$ cat src/inc/acd_cfg.svh
`ifndef ACD_CFG_SVH
`define ACD_CFG_SVH

// ********************************
// register offsets
// ********************************
`define ACD_ADDR_ACT_CLK 8'h20
`define ACD_ADDR_LIM_ROUTE 8'h23
`define ACD_ADDR_GAIN_COMP 8'h24
`define ACD_ADDR_PLIM0 8'h2B

// ********************************
// reset values and writable masks
// ********************************
`define ACD_RESET_VAL 8'h00
`define ACD_MASK_ACT_CLK 8'hF4
`define ACD_MASK_LIM_ROUTE 8'hF0
`define ACD_MASK_GAIN_COMP 8'hFF
`define ACD_MASK_PLIM0 8'hFC
`define ACD_READ_ZERO 8'h00

// ********************************
// field positions
// ********************************
`define ACD_CLK_SRC_HI 7
`define ACD_CLK_SRC_LO 6
`define ACD_EXT_RATE_HI 5
`define ACD_EXT_RATE_LO 4
`define ACD_PH1_BIT 2
`define ACD_LIM_DET_HI 7
`define ACD_LIM_DET_LO 6
`define ACD_LIM_APP_HI 5
`define ACD_LIM_APP_LO 4
`define ACD_AGC_HI 7
`define ACD_AGC_LO 4
`define ACD_DRC_HI 3
`define ACD_DRC_LO 0
`define ACD_PLIM_EN_BIT 7
`define ACD_PLIM_ATT_HI 6
`define ACD_PLIM_ATT_LO 4
`define ACD_PLIM_SRC_BIT 3
`define ACD_PLIM_REC_BIT 2

// ********************************
// external activity clock rates in kHz
// ********************************
`define ACD_EXT_KHZ_0 15'h6000
`define ACD_EXT_KHZ_1 15'h1800
`define ACD_EXT_KHZ_2 15'h3000
`define ACD_EXT_KHZ_3 15'h4800

// ********************************
// supply limiter
// ********************************
`define ACD_ATT_NONE 3'h0
`define ACD_SAR_W 8
`define ACD_SAR_LUT_HI 7
`define ACD_SAR_LUT_LO 5

`endif

$ cat src/inc/acd_pkg.sv
package acd_pkg;

  typedef enum logic [1:0] {
    ACD_CLK_OSC,
    ACD_CLK_BITCLK,
    ACD_CLK_SECONDARY,
    ACD_CLK_CUSTOM
  } acd_clk_src_t;

  typedef enum logic [1:0] {
    ACD_DET_MAX,
    ACD_DET_CH1,
    ACD_DET_CH0,
    ACD_DET_AVG
  } acd_det_src_t;

  typedef enum logic [1:0] {
    ACD_APP_BOTH,
    ACD_APP_CH1,
    ACD_APP_CH0,
    ACD_APP_NONE
  } acd_app_sel_t;

  typedef struct packed {
    logic enable;
    logic [2:0] attenuation;
    logic analog_source;
    logic recover;
  } acd_plim_cfg_t;

  typedef struct packed {
    logic [3:0] auto_gain;
    logic [3:0] compressor;
  } acd_chan_en_t;

endpackage

$ cat src/rtl/acd_regs.sv
// Functional notes
// - activity clock source from 0x20 bits 7-6: osc, bit clock, secondary, custom.
// - bits 5-4 give external clock: 24.576, 6.144, 12.288, 18.432 MHz.
// - bit 2 of 0x20 enables phase-one detection via jack comparator.
// - limiter detector: max, channel one, channel zero, or average of both.
// - limiter gain applied to both, channel one, channel zero, or neither.
// - 0x24 bits 7-4 enable auto gain on channels one to four.
// - 0x24 bits 3-0 enable compression on channels one to four.
// - all four registers reset to 0x00.
// - supply attenuation from pin and field, or lookup on analog voltage.
// - recovery bit allows attenuation to fall; otherwise hold or increase.
`timescale 1ns/1ps
`default_nettype none
`include "acd_cfg.svh"

module acd_regs #(
  parameter int SAMPLE_W = 16
) (
  // clock and reset
  input wire logic CLK,
  input wire logic NRST,
  // register access
  input wire logic [7:0] REG_ADDR,
  input wire logic REG_WR,
  input wire logic [7:0] REG_WDATA,
  input wire logic REG_RD,
  output logic [7:0] REG_RDATA,
  output logic REG_RVALID,
  // activity detection clocking
  output acd_pkg::acd_clk_src_t ACT_CLK_SOURCE,
  output logic ACT_CLK_USE_OSC,
  output logic ACT_CLK_USE_BITCLK,
  output logic ACT_CLK_USE_SECONDARY,
  output logic ACT_CLK_USE_CUSTOM,
  output logic [14:0] ACT_EXT_CLK_KHZ,
  // phase-one detection
  input wire logic JACK_COMPARATOR,
  output logic PHASE_ONE_DETECT_ENABLE,
  output logic PHASE_ONE_TRIGGER,
  // limiter routing
  input wire logic SAMPLE_VALID,
  input wire logic signed [SAMPLE_W-1:0] DAC_INPUT_CHANNEL_ZERO,
  input wire logic signed [SAMPLE_W-1:0] DAC_INPUT_CHANNEL_ONE,
  output logic signed [SAMPLE_W-1:0] LIMITER_DETECT_SAMPLE,
  output logic LIMITER_DETECT_VALID,
  output logic LIMITER_APPLY_CH0,
  output logic LIMITER_APPLY_CH1,
  // channel dynamics enables
  output logic [3:0] AUTO_GAIN_CHANNEL_ENABLE,
  output logic [3:0] COMPRESSOR_CHANNEL_ENABLE,
  // supply limiter
  input wire logic GPIO_LOW_SUPPLY,
  input wire logic [`ACD_SAR_W-1:0] SAR_DATA,
  input wire logic SAR_VALID,
  output logic SUPPLY_LIMITER_ENABLE,
  output logic [2:0] SUPPLY_LIMITER_ATTENUATION
);

  // ********************************
  // register storage
  // ********************************
  logic [7:0] activity_clock_config;
  logic [7:0] limiter_routing_config;
  logic [7:0] gain_compression_channel_enables;
  logic [7:0] supply_limiter_config_0;
  logic [7:0] next_rdata;
  acd_pkg::acd_det_src_t det_src;
  acd_pkg::acd_app_sel_t app_sel;
  acd_pkg::acd_plim_cfg_t plim_cfg;
  acd_pkg::acd_chan_en_t chan_en;
  logic signed [SAMPLE_W:0] pair_sum;
  logic signed [SAMPLE_W-1:0] next_detect;

  // writes are masked so reserved bits never store a one
  always_ff @(posedge CLK or negedge NRST) begin
    if (!NRST) begin
      activity_clock_config <= `ACD_RESET_VAL;
    end else if (REG_WR && REG_ADDR == `ACD_ADDR_ACT_CLK) begin
      activity_clock_config <= REG_WDATA & `ACD_MASK_ACT_CLK;
    end
  end

  always_ff @(posedge CLK or negedge NRST) begin
    if (!NRST) begin
      limiter_routing_config <= `ACD_RESET_VAL;
    end else if (REG_WR && REG_ADDR == `ACD_ADDR_LIM_ROUTE) begin
      limiter_routing_config <= REG_WDATA & `ACD_MASK_LIM_ROUTE;
    end
  end

  always_ff @(posedge CLK or negedge NRST) begin
    if (!NRST) begin
      gain_compression_channel_enables <= `ACD_RESET_VAL;
    end else if (REG_WR && REG_ADDR == `ACD_ADDR_GAIN_COMP) begin
      gain_compression_channel_enables <= REG_WDATA & `ACD_MASK_GAIN_COMP;
    end
  end

  always_ff @(posedge CLK or negedge NRST) begin
    if (!NRST) begin
      supply_limiter_config_0 <= `ACD_RESET_VAL;
    end else if (REG_WR && REG_ADDR == `ACD_ADDR_PLIM0) begin
      supply_limiter_config_0 <= REG_WDATA & `ACD_MASK_PLIM0;
    end
  end

  // ********************************
  // read port
  // ********************************
  // unmapped addresses read zero rather than stale data
  always_comb begin
    unique case (REG_ADDR)
      `ACD_ADDR_ACT_CLK: next_rdata = activity_clock_config;
      `ACD_ADDR_LIM_ROUTE: next_rdata = limiter_routing_config;
      `ACD_ADDR_GAIN_COMP: next_rdata = gain_compression_channel_enables;
      `ACD_ADDR_PLIM0: next_rdata = supply_limiter_config_0;
      default: next_rdata = `ACD_READ_ZERO;
    endcase
  end

  always_ff @(posedge CLK or negedge NRST) begin
    if (!NRST) begin
      REG_RDATA <= `ACD_READ_ZERO;
    end else if (REG_RD) begin
      REG_RDATA <= next_rdata;
    end
  end

  always_ff @(posedge CLK or negedge NRST) begin
    if (!NRST) begin
      REG_RVALID <= 1'b0;
    end else begin
      REG_RVALID <= REG_RD;
    end
  end

  // ********************************
  // activity detection clocking
  // ********************************
  assign ACT_CLK_SOURCE =
    acd_pkg::acd_clk_src_t'(activity_clock_config[`ACD_CLK_SRC_HI:`ACD_CLK_SRC_LO]);
  assign ACT_CLK_USE_OSC = (ACT_CLK_SOURCE == acd_pkg::ACD_CLK_OSC);
  assign ACT_CLK_USE_BITCLK = (ACT_CLK_SOURCE == acd_pkg::ACD_CLK_BITCLK);
  assign ACT_CLK_USE_SECONDARY = (ACT_CLK_SOURCE == acd_pkg::ACD_CLK_SECONDARY);
  assign ACT_CLK_USE_CUSTOM = (ACT_CLK_SOURCE == acd_pkg::ACD_CLK_CUSTOM);

  always_comb begin
    unique case (activity_clock_config[`ACD_EXT_RATE_HI:`ACD_EXT_RATE_LO])
      2'h0: ACT_EXT_CLK_KHZ = `ACD_EXT_KHZ_0;
      2'h1: ACT_EXT_CLK_KHZ = `ACD_EXT_KHZ_1;
      2'h2: ACT_EXT_CLK_KHZ = `ACD_EXT_KHZ_2;
      2'h3: ACT_EXT_CLK_KHZ = `ACD_EXT_KHZ_3;
    endcase
  end

  // ********************************
  // phase-one detection
  // ********************************
  assign PHASE_ONE_DETECT_ENABLE = activity_clock_config[`ACD_PH1_BIT];

  // comparator is already synchronous; gate it so a disabled path stays quiet
  always_ff @(posedge CLK or negedge NRST) begin
    if (!NRST) begin
      PHASE_ONE_TRIGGER <= 1'b0;
    end else begin
      PHASE_ONE_TRIGGER <= PHASE_ONE_DETECT_ENABLE & JACK_COMPARATOR;
    end
  end

  // ********************************
  // limiter routing
  // ********************************
  assign det_src =
    acd_pkg::acd_det_src_t'(limiter_routing_config[`ACD_LIM_DET_HI:`ACD_LIM_DET_LO]);
  assign app_sel =
    acd_pkg::acd_app_sel_t'(limiter_routing_config[`ACD_LIM_APP_HI:`ACD_LIM_APP_LO]);
  // one extra bit keeps the average from overflowing
  assign pair_sum = DAC_INPUT_CHANNEL_ZERO + DAC_INPUT_CHANNEL_ONE;

  always_comb begin
    unique case (det_src)
      acd_pkg::ACD_DET_MAX: next_detect = (DAC_INPUT_CHANNEL_ZERO > DAC_INPUT_CHANNEL_ONE) ?
        DAC_INPUT_CHANNEL_ZERO : DAC_INPUT_CHANNEL_ONE;
      acd_pkg::ACD_DET_CH1: next_detect = DAC_INPUT_CHANNEL_ONE;
      acd_pkg::ACD_DET_CH0: next_detect = DAC_INPUT_CHANNEL_ZERO;
      acd_pkg::ACD_DET_AVG: next_detect = pair_sum[SAMPLE_W:1];
    endcase
  end

  always_ff @(posedge CLK or negedge NRST) begin
    if (!NRST) begin
      LIMITER_DETECT_SAMPLE <= '0;
    end else if (SAMPLE_VALID) begin
      LIMITER_DETECT_SAMPLE <= next_detect;
    end
  end

  always_ff @(posedge CLK or negedge NRST) begin
    if (!NRST) begin
      LIMITER_DETECT_VALID <= 1'b0;
    end else begin
      LIMITER_DETECT_VALID <= SAMPLE_VALID;
    end
  end

  assign LIMITER_APPLY_CH0 = (app_sel == acd_pkg::ACD_APP_BOTH) ||
    (app_sel == acd_pkg::ACD_APP_CH0);
  assign LIMITER_APPLY_CH1 = (app_sel == acd_pkg::ACD_APP_BOTH) ||
    (app_sel == acd_pkg::ACD_APP_CH1);

  // ********************************
  // channel dynamics enables
  // ********************************
  // bit order runs channel one at the top down to channel four
  assign chan_en.auto_gain = gain_compression_channel_enables[`ACD_AGC_HI:`ACD_AGC_LO];
  assign chan_en.compressor = gain_compression_channel_enables[`ACD_DRC_HI:`ACD_DRC_LO];

  generate
    for (genvar i = 0; i < 4; i++) begin : g_chan
      assign AUTO_GAIN_CHANNEL_ENABLE[i] = chan_en.auto_gain[3-i];
      assign COMPRESSOR_CHANNEL_ENABLE[i] = chan_en.compressor[3-i];
    end
  endgenerate

  // ********************************
  // supply limiter
  // ********************************
  assign plim_cfg.enable = supply_limiter_config_0[`ACD_PLIM_EN_BIT];
  assign plim_cfg.attenuation = supply_limiter_config_0[`ACD_PLIM_ATT_HI:`ACD_PLIM_ATT_LO];
  assign plim_cfg.analog_source = supply_limiter_config_0[`ACD_PLIM_SRC_BIT];
  assign plim_cfg.recover = supply_limiter_config_0[`ACD_PLIM_REC_BIT];
  assign SUPPLY_LIMITER_ENABLE = plim_cfg.enable;

  acd_plim u_plim (
    .clk(CLK),
    .nrst(NRST),
    .cfg(plim_cfg),
    .gpio_low_supply(GPIO_LOW_SUPPLY),
    .sar_data(SAR_DATA),
    .sar_valid(SAR_VALID),
    .attenuation(SUPPLY_LIMITER_ATTENUATION)
  );

endmodule
`default_nettype wire

$ cat src/rtl/acd_plim.sv
`timescale 1ns/1ps
`default_nettype none
`include "acd_cfg.svh"

module acd_plim (
  // clock and reset
  input wire logic clk,
  input wire logic nrst,
  // configuration
  input wire acd_pkg::acd_plim_cfg_t cfg,
  // supply sense
  input wire logic gpio_low_supply,
  input wire logic [`ACD_SAR_W-1:0] sar_data,
  input wire logic sar_valid,
  // result
  output logic [2:0] attenuation
);

  logic [2:0] target;
  logic [2:0] lut_att;
  logic [2:0] next_attenuation;

  // ********************************
  // target attenuation
  // ********************************
  // lower supply reading means deeper cut; top bits inverted keeps the table tiny
  assign lut_att = ~sar_data[`ACD_SAR_LUT_HI:`ACD_SAR_LUT_LO];

  always_comb begin
    if (cfg.analog_source) begin
      target = sar_valid ? lut_att : attenuation;
    end else begin
      target = gpio_low_supply ? cfg.attenuation : `ACD_ATT_NONE;
    end
  end

  always_comb begin
    if (!cfg.enable) begin
      next_attenuation = `ACD_ATT_NONE;
    end else if (cfg.recover) begin
      next_attenuation = target;
    end else begin
      // no recovery: hold or deepen only
      next_attenuation = (target > attenuation) ? target : attenuation;
    end
  end

  always_ff @(posedge clk or negedge nrst) begin
    if (!nrst) begin
      attenuation <= `ACD_ATT_NONE;
    end else begin
      attenuation <= next_attenuation;
    end
  end

endmodule
`default_nettype wire

$ cat config.mk
export PLATFORM = sky130hd
export DESIGN_NAME = acd_regs
export DESIGN_NICKNAME = d
export VERILOG_FILES = /design/src/inc/acd_pkg.sv /design/src/rtl/acd_regs.sv /design/src/rtl/acd_plim.sv
export VERILOG_INCLUDE_DIRS = /design/src /design/src/inc
export SDC_FILE = /design/constraint.sdc
export NUM_CORES = 1
export LEC_CHECK = 0
export BUFFER_PORTS_ARGS = -buffer_cell sky130_fd_sc_hd__buf_2
export CAP_MARGIN = 20
export CORE_MARGIN = 2
export CORE_UTILIZATION = 48
export CTS_BUF_LIST = sky130_fd_sc_hd__clkbuf_4
export DETAILED_ROUTE_END_ITERATION = 12
export PLACE_DENSITY = 0.79
export RECOVER_POWER = 100
export SKIP_CTS_REPAIR_TIMING = 1
export SLEW_MARGIN = 20
export SYNTH_ARGS = -nofsm -noshare
export SYNTH_HDL_FRONTEND = slang
export SYNTH_HIERARCHICAL = 1
export SYNTH_SLANG_ARGS = --single-unit
$ cat constraint.sdc
create_clock -name CLK -period 1.66 [get_ports CLK]
set_input_delay 0.166 -clock CLK [delete_from_list [all_inputs] [get_ports CLK]]
set_output_delay 0.166 -clock CLK [all_outputs]
set_load 0.05 [all_outputs]
==> key figures, run 1 <==
Status
  – Status: finished, violations left
  – Failing checks: setup timing

Timing
  – Slew headroom: 0.279
  – Final Hold Viols: 0
  – Final worst path period share: 1.21
  – Hold Worst Slack: 16.9 ps
  – Setup TNS Final: -5680 ps
  – Tmin final: 2020 ps
  – RSZ-0062 raised after global routing: yes
  – Worst setup margin: -357 ps
  – Final setup viols: 31
  – Slew @ Worst Pin: 1080 ps
  – Fin. max-slew vios: 0
  – Clk_skew: 11.0 ps
  – Timing-limited maximum frequency: 496 MHz

Placed design
  – Placed cell count: 748
  – Area after DPL: 0.00570 mm²
  – Port bufs: 110
  – DP HPWL: 10.2 mm
  – DP Worst Slack: -789 ps
  – Routability-driven placement congestion ratio: 0.942

Clock tree
  – H-tree depth: 2
  – Clk sink count: 53
  – CTS tree: built
  – CTS root buf: clkbuf_4
  – Clock tree buffer depth: 2
  – Clock transition at path regs: 160 ps
  – Clk Latency, worst-skew pair: 390 ps
  – CTS Buf Count: 5

Drt
  – DRT iter0 DRCs: 311
  – # DRC: 0
  – Routed vias: 4442
  – Drt first pass iters: 5
  – DRT antenna net count: 0
  – Wirelength per Cell: 18.2 µm
  – Vias/cell: 5.75
  – Routed WL: 14.1 mm

Synthesis
  – Async S/R FF share, synth: 1.00
  – Complex-gate fraction of the synthesized area: 0.223
  – Synth top area cells: dfrtp_1 (33%), ha_1 (12%), mux2_2 (4.7%)
  – Largest family of logic cells by synthesized area: compound AO/OA/AOI/OAI gates
  – Post-synthesis cell count: 448
  – Synth cell types: 74
  – Synth Area in Simple Gates: 0.149
  – Number of synthesized register bits: 53
  – Number of synthesized flops with an enable pin: 0
  – Top-count cell post-synth: dfrtp_1
  – Sequential share of the synthesized area: 0.327
  – Adder-cell share of the synthesized area: 0.125
  – Cell taking the most area after synthesis: dfrtp_1
  – Synth top area share: 0.327
  – Yosys Warn Count: 6
  – Synth Area in XOR/XNOR: 0.0259
  – Avg Cell Area, Syn: 9.05 µm²
  – Synthesized area: 0.00406 mm²
  – Mux contribution to synthesized area: 0.0605
  – Main synth FF type: dfrtp_1
  – Commonest cells in the netlist: dfrtp_1 (53), inv_1 (44), ha_1 (39), a21oi_1 (30), nor2_1 (30)

Power and ir drop
  – Max VDD drop: 642 µV
  – Tot Pwr: 4.10 mW
  – P_leak: 2.92 nW
  – Cell area power density: 650 mW/mm²

Floorplan
  – I/O pins: 127
  – Die W: 95.9 µm
  – Site Rows: 33
  – Die Area: 0.00920 mm²
  – Initial Utilization: 0.494
  – CORE AREA: 0.00822 mm²
  – Die Y: 95.9 µm

Layout
  – Ant. Diodes: 0
  – Fin nets: 771
  – Fill count: 576
  – Share of cells above drive strength 1: 0.466
  – Area delta synth->final: 55.4%
  – Non-Filler Instances: 773
  – Post-layout util: 0.767
  – Final instance area: 0.00630 mm²

Critical path
  – Crit Path Class: register to register
  – CP Launch Point: u_plim/attenuation[1]
  – Crit path launch type: register
  – CP max FO: 4
  – Worst Setup End Kind: register
  – Crit path DAT: 2310 ps
  – WP data required: 1960 ps
  – Reg-to-reg startpoint: u_plim/attenuation[1]

Min path
  – HP Class: input port to register
  – Hold Crit Start: REG_WDATA[1]

Global routing
  – Initial antenna violation count: 0
  – Gr usage total: 0.277
  – First-pass GRT wire length: 19.7 mm
  – Pin count of the biggest net entering global routing: 29
  – Total grt overflow: 0
  – Vias in the first global route: 4161

Flow run
  – Max-cap violation count: 0
==> path summary, 6_finish.rpt <==
| path | to | slack (ps) | depth (start not counted) |
|---|---|---|---|
| worst max register to register | u_plim/attenuation[0] | -360 | 8 |
| worst min-delay path | chan_en[1] | 20 | 2 |
| max in group asynchronous | activity_clock_config[5] | 290 | 3 |
| worst min register to register | LIMITER_DETECT_SAMPLE[3] | 520 | 1 |
| worst max-delay path | u_plim/attenuation[0] | -360 | 8 |
| min in group asynchronous | u_plim/attenuation[0] | 270 | 2 |
==> layout make-up <==
class                      instances  area [µm²]  area share
inverter                          46         210      0.0333
sequential                        53        1330       0.211
tap                              105         131      0.0208
clock buffer                       5        37.5     0.00595
clock inverter                     3        12.5     0.00198
multi-input combinational        330        2970       0.472
timing repair buffer             231        1610       0.255
==> report_power, final <==
| group | internal [mW] | switching (mW) |
|---|---|---|
| Sequential | 1.40 | 0.0938 |
| Clock | 0.154 | 0.408 |
| Combinational | 0.795 | 1.24 |
==> placed cells by master (no fill, tap or decap), types with 9 or more instances in the layout <==
| master | netlist | routed |
|---|---|---|
| nor2b_1 | 9 | 9 |
| ha_4 | 0 | 16 |
| buf_2 | 8 | 34 |
| dfrtp_1 | 53 | 49 |
| o21ai_0 | 19 | 16 |
| clkbuf_1 | 5 | 42 |
| mux2_2 | 17 | 17 |
| a21oi_1 | 30 | 26 |
| buf_4 | 13 | 109 |
| nand2_1 | 28 | 23 |
| buf_6 | 2 | 26 |
| inv_1 | 44 | 27 |
| nor2_1 | 30 | 26 |
| clkbuf_2 | 1 | 12 |
| ha_1 | 39 | 18 |
| conb_1 | 1 | 11 |
| xnor2_1 | 11 | 10 |
==> registers in the layout, summed over array words and instances (netlist names) <==
name and cells:
u_plim/attenuation 3, REG_RDATA 8, PHASE_ONE_TRIGGER 1, chan_en 8, REG_RVALID 1, supply_limiter_config_0 6
LIMITER_DETECT_VALID 1, activity_clock_config 5, LIMITER_DETECT_SAMPLE 16, limiter_routing_config 4
==> metal layers <==
layer,up-vias,global-route usage,routed length (µm)
li1,2029,-,-
met1,2146,0.349,5370
met2,213,0.483,7250
met3,54,0.0298,846
met4,0,0.114,607
met5,-,0,0
==> logic make-up after synthesis <==
group	Yosys count
other	1
and+or+nand+nor	119
muxes	22
adders and majority gates	40
AOI/OAI and AO/OA	126
DFF	53
xor gates and xnor gates	12
buffers and inverters	75
==> worst max-delay path, cell delays in order (launching register included) <==
cell and delay [ps]:
dfrtp_2 430, nor2b_1 130, o21ai_1 210, o21ai_1 120, ha_1 310, and3_4 200, a211oi_4 40, or2_1 250
o211a_1 230
Power figures use the tool's default switching activity.
==> run 2: changes to the inputs <==
ABC_AREA = 1   (was not set)
CORE_UTILIZATION = 49   (was 48)
==> run 2 against run 1 <==
- the flow now finishes without violations
- highest routed layer unchanged
- setup slack gained 370 ps
- register-to-register slack gained 420 ps
- hold slack lost 10 ps
- area after synthesis grew 11%
==> key figures, run 2 <==
Status
  – Status: finished clean (was finished, violations left)

Synthesis
  – Avg Cell Area, Syn: 6.67 µm² (was 9.05 µm²)
  – Cell taking the most area after synthesis: dfrtp_1 (unchanged)
  – Main synth FF type: dfrtp_1 (unchanged)
  – Sequential share of the synthesized area: 0.295 (was 0.327)
  – Top-count cell post-synth: nand2_1 (was dfrtp_1)
  – Number of synthesized register bits: 53 (unchanged)
  – Synthesized area: 0.00450 mm² (was 0.00406 mm²)
  – Synth top area cells: dfrtp_1 (30%), nand2_1 (16%), ha_1 (11%) (was dfrtp_1 (33%), ha_1 (12%), mux2_2 (4.7%))
  – Async S/R FF share, synth: 1.00 (unchanged)
  – Synth cell types: 41 (was 74)
  – Commonest cells in the netlist: nand2_1 (186), inv_1 (111), dfrtp_1 (53), nand3_1 (51), nor2_1 (46) (was dfrtp_1 (53), inv_1 (44), ha_1 (39), a21oi_1 (30), nor2_1 (30))
  – Number of synthesized flops with an enable pin: 0 (unchanged)
  – Post-synthesis cell count: 674 (was 448)
  – Synth top area share: 0.295 (was 0.327)
  – Yosys Warn Count: 6 (unchanged)

Floorplan
  – Die W: 99.8 µm (was 95.9 µm)
  – CORE AREA: 0.00881 mm² (was 0.00822 mm²)
  – Initial Utilization: 0.511 (was 0.494)
  – I/O pins: 127 (unchanged)
  – Die Y: 99.8 µm (was 95.9 µm)
  – Site Rows: 34 (was 33)
  – Die Area: 0.00996 mm² (was 0.00920 mm²)

Global routing
  – Pin count of the biggest net entering global routing: 54 (was 29)
  – Total grt overflow: 0 (unchanged)
  – First-pass GRT wire length: 22.9 mm (was 19.7 mm)
  – Vias in the first global route: 5073 (was 4161)
  – Gr usage total: 0.282 (was 0.277)
  – Initial antenna violation count: 0 (unchanged)

Power and ir drop
  – Internal power: 2.34 mW (was 2.35 mW)
  – Clock power frac: 0.140 (was 0.137)
  – Sw Share: 0.457 (was 0.426)
  – Reg power frac: 0.352 (was 0.365)
  – P_leak: 3.43 nW (was 2.92 nW)
  – Cell area power density: 701 mW/mm² (was 650 mW/mm²)
  – Net Switching: 1.97 mW (was 1.75 mW)
  – Max VDD drop: 554 µV (was 642 µV)
  – Logic gate share of total power: 0.507 (was 0.498)

Critical path
  – CP Cell Sequence: inv_2 -> ha_1 -> or2_4 -> buf_8 (was nor2b_1 -> o21ai_1 -> o21ai_1 -> ha_1 -> and3_4 -> a211oi_4 -> or2_1 -> o211a_1)
  – Crit path launch type: register (unchanged)
  – CP max FO: 3 (was 4)
  – WP data required: 1490 ps (was 1960 ps)
  – Crit path DAT: 1490 ps (was 2310 ps)
  – Crit Path Class: register to output port (was register to register)
  – Max stage delay on crit path: 430 ps (about the same)
  – Worst Setup End Kind: output port (was register)
  – CP max-delay cell: dfrtp_1 (was dfrtp_2)

Timing
  – Final Hold Viols: 0 (unchanged)
  – RSZ-0062 raised after global routing: yes (unchanged)
  – Slew @ Worst Pin: 1170 ps (was 1080 ps)
  – Setup TNS Final: 0 ps (was -5680 ps)
  – Slew headroom: 0.217 (was 0.279)
  – Tmin final: 1650 ps (was 2020 ps)
  – Fin. max-slew vios: 0 (unchanged)
  – Final setup viols: 0 (was 31)
  – Timing-limited maximum frequency: 606 MHz (was 496 MHz)
  – Final worst path period share: 0.995 (was 1.21)
  – Clk_skew: 21.9 ps (was 11.0 ps)
  – Hold Worst Slack: 6.72 ps (was 16.9 ps)

Clock tree
  – Clock tree buffer depth: 2 (unchanged)
  – Clk sink count: 53 (unchanged)
  – CTS Buf Count: 5 (unchanged)
  – H-tree depth: 2 (unchanged)
  – Clk Latency, worst-skew pair: 390 ps (about the same)
  – CTS tree: built (unchanged)
  – CTS root buf: clkbuf_4 (unchanged)
  – Clock transition at path regs: 170 ps (was 160 ps)

Layout
  – Area delta synth->final: 36.5% (was 55.4%)
  – Commonest non-fill, non-tap cell in the layout: nand2_1 (was buf_4)
  – Fin nets: 979 (was 771)
  – Most frequent cells in the layout: nand2_1 (179), inv_1 (105), buf_2 (104) (was buf_4 (109), dfrtp_1 (49), clkbuf_1 (42))
  – Most flop-heavy register: LIMITER_DETECT_SAMPLE (unchanged)
  – Share of cells above drive strength 1: 0.311 (was 0.466)
  – Non-Filler Instances: 984 (was 773)
  – Ant. Diodes: 0 (unchanged)
  – Fill count: 746 (was 576)
  – Max FFs per register: 16 (unchanged)

Placed design
  – DP HPWL: 11.3 mm (was 10.2 mm)
  – Placed cell count: 962 (was 748)
  – Routability-driven placement congestion ratio: 0.976 (was 0.942)
  – Port bufs: 110 (unchanged)

Drt
  – Routed vias: 5397 (was 4442)
  – DRT antenna net count: 0 (unchanged)
  – # DRC: 0 (unchanged)
  – Wirelength per Cell: 15.0 µm (was 18.2 µm)
  – DRT iter0 DRCs: 332 (was 311)
  – Drt first pass iters: 5 (unchanged)
  – Routed WL: 14.8 mm (was 14.1 mm)
  – Vias/cell: 5.48 (was 5.75)

Min path
  – HP Class: input port to register (unchanged)

Flow run
  – Max-cap violation count: 0 (unchanged)
run 2: changes by cell type in the layout (fill, tap and decap cells not counted), sizes merged, moves of 20 or more:
| cell | change |
|---|---|
| nand2 | +163 |
| inv | +74 |
| clkbuf | -49 |
| nand3 | +47 |
| buf | +24 |
| nor2 | +20 |
run 2: area by class of cell:
type,count,area (µm²),share of cell area
clock buffers,5,37.5,0.00611
clock inverters,3,21.3,0.00347
inverters,118,445,0.0726
multi-input cells,489,2860,0.466
flip-flops and latches,53,1330,0.216
well taps,108,135,0.0220
repair buffers,208,1310,0.214
run 2: worst max-delay path: cells and delay by family (launching register included):
kind,cells,cell delay (ps)
buf+inv,2,230
fa+ha+maj,1,200
flops,1,430
simple gates,1,230
run 2: worst paths after layout:
path	from	endpoint	slack [ps]	cells after the start
hold reg to reg	LIMITER_DETECT_SAMPLE[14]	LIMITER_DETECT_SAMPLE[14]	490	2
max in group asynchronous	NRST	supply_limiter_config_0[3]	230	3
hold / removal	REG_WDATA[3]	chan_en[3]	7	3
min in group asynchronous	NRST	REG_RDATA[3]	610	3
setup / recovery	activity_clock_config[4]	ACT_EXT_CLK_KHZ[13]	9	4
setup reg to reg	supply_limiter_config_0[3]	u_plim/attenuation[2]	60	11
run 2: kinds of logic (layout without fill, tap and decap cells):
| family | after synthesis | count (layout) | share of synthesized area |
|---|---|---|---|
| AO/OA/AOI/OAI | 111 | 111 | 0.142 |
| adder cells (fa/ha/maj) | 40 | 40 | 0.113 |
| buffers and inverters | 144 | 334 | 0.134 |
| flip-flops | 53 | 53 | 0.295 |
| multiplexers | 1 | 1 | 0.00250 |
| other | 1 | 11 | 0.000834 |
| AND/OR/NAND/NOR | 324 | 326 | 0.312 |
run 2: power by group through the flow:
stage | logic, mW | registers, mW | clock network, mW
floorplan | 0.962 | 1.91 | 0
global placement | 1.96 | 1.54 | 0
detailed placement | 2.00 | 1.54 | 0
CTS | 2.01 | 1.52 | 0.605
global route | 2.37 | 1.53 | 0.667
finish | 2.18 | 1.52 | 0.604
run 2: per-stage QoR:
step	setup slack [ps]	utilization	instance area [µm²]	total power, mW
after floorplan	-7.32	-	4660	2.87
after global placement	-284	0.663	5830	3.49
after detailed placement	-379	0.663	5830	3.55
after CTS	-169	0.669	5890	4.14
after global routing	-78.6	0.697	6140	4.57
final	8.71	0.697	6140	4.30
run 2: layer usage:
metal | vias to the layer above | share of wire | global-route usage
met1 | 2459 | 0.40 | 0.368
met4 | 0 | 0.040 | 0.0959
met5 | - | 0 | 0
met3 | 68 | 0.087 | 0.0474
met2 | 307 | 0.47 | 0.478
li1 | 2563 | - | -
==> run 3: changes to the inputs <==
CELL_PAD_IN_SITES_DETAIL_PLACEMENT = 1   (was not set)
CELL_PAD_IN_SITES_GLOBAL_PLACEMENT = 2   (was not set)
CORE_UTILIZATION = 29   (was 49)
PLACE_DENSITY = not set   (was 0.79)
PLACE_DENSITY_LB_ADDON = 0.1   (was not set)
clock period = 1.83 ns   (was 1.66 ns; I/O delays follow)
==> run 3 against run 2 <==
- critical path depth stayed put
- wire length grew 16%
- clock power up 35%
- count of clock-buffer cells in the layout did not move
- final cell count up 7.6%
- sequential power shrank 9%
- clock skew fell by 5.5 ps
- core utilization fell by 31 points
- largest cell class unchanged
- highest routed layer unchanged
==> key figures, run 3 (same netlist as run 2, synthesis figures left out) <==
Status
  – Status: finished clean (unchanged)

Critical path
  – WP data required: 1650 ps (was 1490 ps)
  – Worst Setup End Kind: output port (unchanged)
  – Crit path launch type: register (unchanged)
  – CP max FO: 4 (was 3)
  – Crit path DAT: 1550 ps (was 1490 ps)
  – Crit Path Class: register to output port (unchanged)

Floorplan
  – Die Y: 129 µm (was 99.8 µm)
  – Initial Utilization: 0.296 (was 0.511)
  – Die Area: 0.0165 mm² (was 0.00996 mm²)
  – Site Rows: 45 (was 34)
  – I/O pins: 127 (unchanged)
  – Die W: 129 µm (was 99.8 µm)
  – CORE AREA: 0.0152 mm² (was 0.00881 mm²)

Power and ir drop
  – Cell area power density: 680 mW/mm² (was 701 mW/mm²)
  – Tot Pwr: 4.03 mW (was 4.30 mW)
  – Max VDD drop: 356 µV (was 554 µV)
  – P_leak: 3.28 nW (was 3.43 nW)

Drt
  – Wirelength per Cell: 16.2 µm (was 15.0 µm)
  – Vias/cell: 4.83 (was 5.48)
  – Routed vias: 5111 (was 5397)
  – # DRC: 0 (unchanged)
  – DRT antenna net count: 0 (unchanged)
  – DRT iter0 DRCs: 229 (was 332)
  – Routed WL: 17.1 mm (was 14.8 mm)
  – Drt first pass iters: 4 (was 5)

Min path
  – HP Class: input port to register (unchanged)

Layout
  – Max FFs per register: 16 (unchanged)
  – Most flop-heavy register: LIMITER_DETECT_SAMPLE (unchanged)
  – Ant. Diodes: 0 (unchanged)
  – Commonest non-fill, non-tap cell in the layout: nand2_1 (unchanged)
  – Share of cells above drive strength 1: 0.214 (was 0.311)
  – Final instance area: 0.00593 mm² (was 0.00614 mm²)
  – Most frequent cells in the layout: nand2_1 (182), inv_1 (111), buf_4 (82) (was nand2_1 (179), inv_1 (105), buf_2 (104))
  – Fin nets: 974 (was 979)
  – Area delta synth->final: 31.9% (was 36.5%)

Clock tree
  – CTS tree: built (unchanged)
  – CTS root buf: clkbuf_4 (unchanged)
  – H-tree depth: 2 (unchanged)
  – CTS Buf Count: 5 (unchanged)
  – Clk Latency, worst-skew pair: 390 ps (about the same)
  – Clk sink count: 53 (unchanged)
  – Clock transition at path regs: 170 ps (about the same)
  – Clock tree buffer depth: 2 (unchanged)

Global routing
  – Initial antenna violation count: 0 (unchanged)
  – Total grt overflow: 0 (unchanged)
  – Gr usage total: 0.209 (was 0.282)
  – First-pass GRT wire length: 27.2 mm (was 22.9 mm)
  – Vias in the first global route: 5294 (was 5073)
  – Pin count of the biggest net entering global routing: 22 (was 54)

Timing
  – Slew headroom: 0.381 (was 0.217)
  – Clk_skew: 16.4 ps (was 21.9 ps)
  – Slew @ Worst Pin: 929 ps (was 1170 ps)
  – Tmin final: 1740 ps
  – Final setup viols: 0 (unchanged)
  – Fin. max-slew vios: 0 (unchanged)
  – Setup TNS Final: 0 ps (unchanged)
  – Final worst path period share: 0.950
  – Hold Worst Slack: 39.2 ps (was 6.72 ps)
  – Final Hold Viols: 0 (unchanged)
  – RSZ-0062 raised after global routing: yes (unchanged)
  – Timing-limited maximum frequency: 575 MHz

Placed design
  – DP HPWL: 14.2 mm (was 11.3 mm)
  – Area after DPL: 0.00580 mm² (was 0.00583 mm²)
  – Port bufs: 110 (unchanged)
  – Routability-driven placement congestion ratio: 0.875 (was 0.976)

Flow run
  – Max-cap violation count: 0 (unchanged)
## run 3: critical path: stages (launching register included)
cell,delay (ps)
dfrtp_1,440
inv_2,70
ha_1,210
or2_2,300
buf_6,160
## run 3: worst paths after layout
kind	from	endpoint	slack [ps]	cells after the start
setup / recovery	activity_clock_config[4]	ACT_EXT_CLK_KHZ[13]	90	4
min in group asynchronous	NRST	u_plim/attenuation[0]	410	2
hold reg to reg	REG_RDATA[1]	REG_RDATA[1]	500	2
max in group asynchronous	NRST	LIMITER_DETECT_SAMPLE[5]	330	3
setup reg to reg	supply_limiter_config_0[3]	u_plim/attenuation[0]	160	11
hold / removal	REG_WDATA[3]	supply_limiter_config_0[3]	40	3
## run 3: stage by stage
step	worst slack [ps]	util	std cells
after CTS	-6.96	0.388	1049
after floorplan	64.4	-	684
final	92.0	0.390	1059
after detailed placement	-389	0.381	1041
after global routing	-42.6	0.390	1059
after global placement	-383	0.381	1041
## run 3: area by class of cell
type | instances | area [µm²]
fill | 2029 | 9270
multi-input combinational | 488 | 2620
sequential | 53 | 1330
timing repair buffer | 204 | 1200
inverter | 118 | 443
tap | 188 | 235
clock inverter | 3 | 65.1
clock buffer | 5 | 37.5
## run 3: report_power, final
part	internal (mW)	leakage [nW]	total [mW]	switching, mW
combinational	0.565	2.59	1.82	1.26
clock	0.423	0.0552	0.818	0.395
sequential	1.29	0.630	1.39	0.101
total	2.27	3.28	4.03	1.76
## run 3: layer usage
metal	global-route usage	vias up	part of all wire
li1	-	2539	-
met1	0.292	2447	0.48
met2	0.351	114	0.47
met3	0.0245	11	0.039
met4	0.0390	0	0.0087
met5	0	-	0
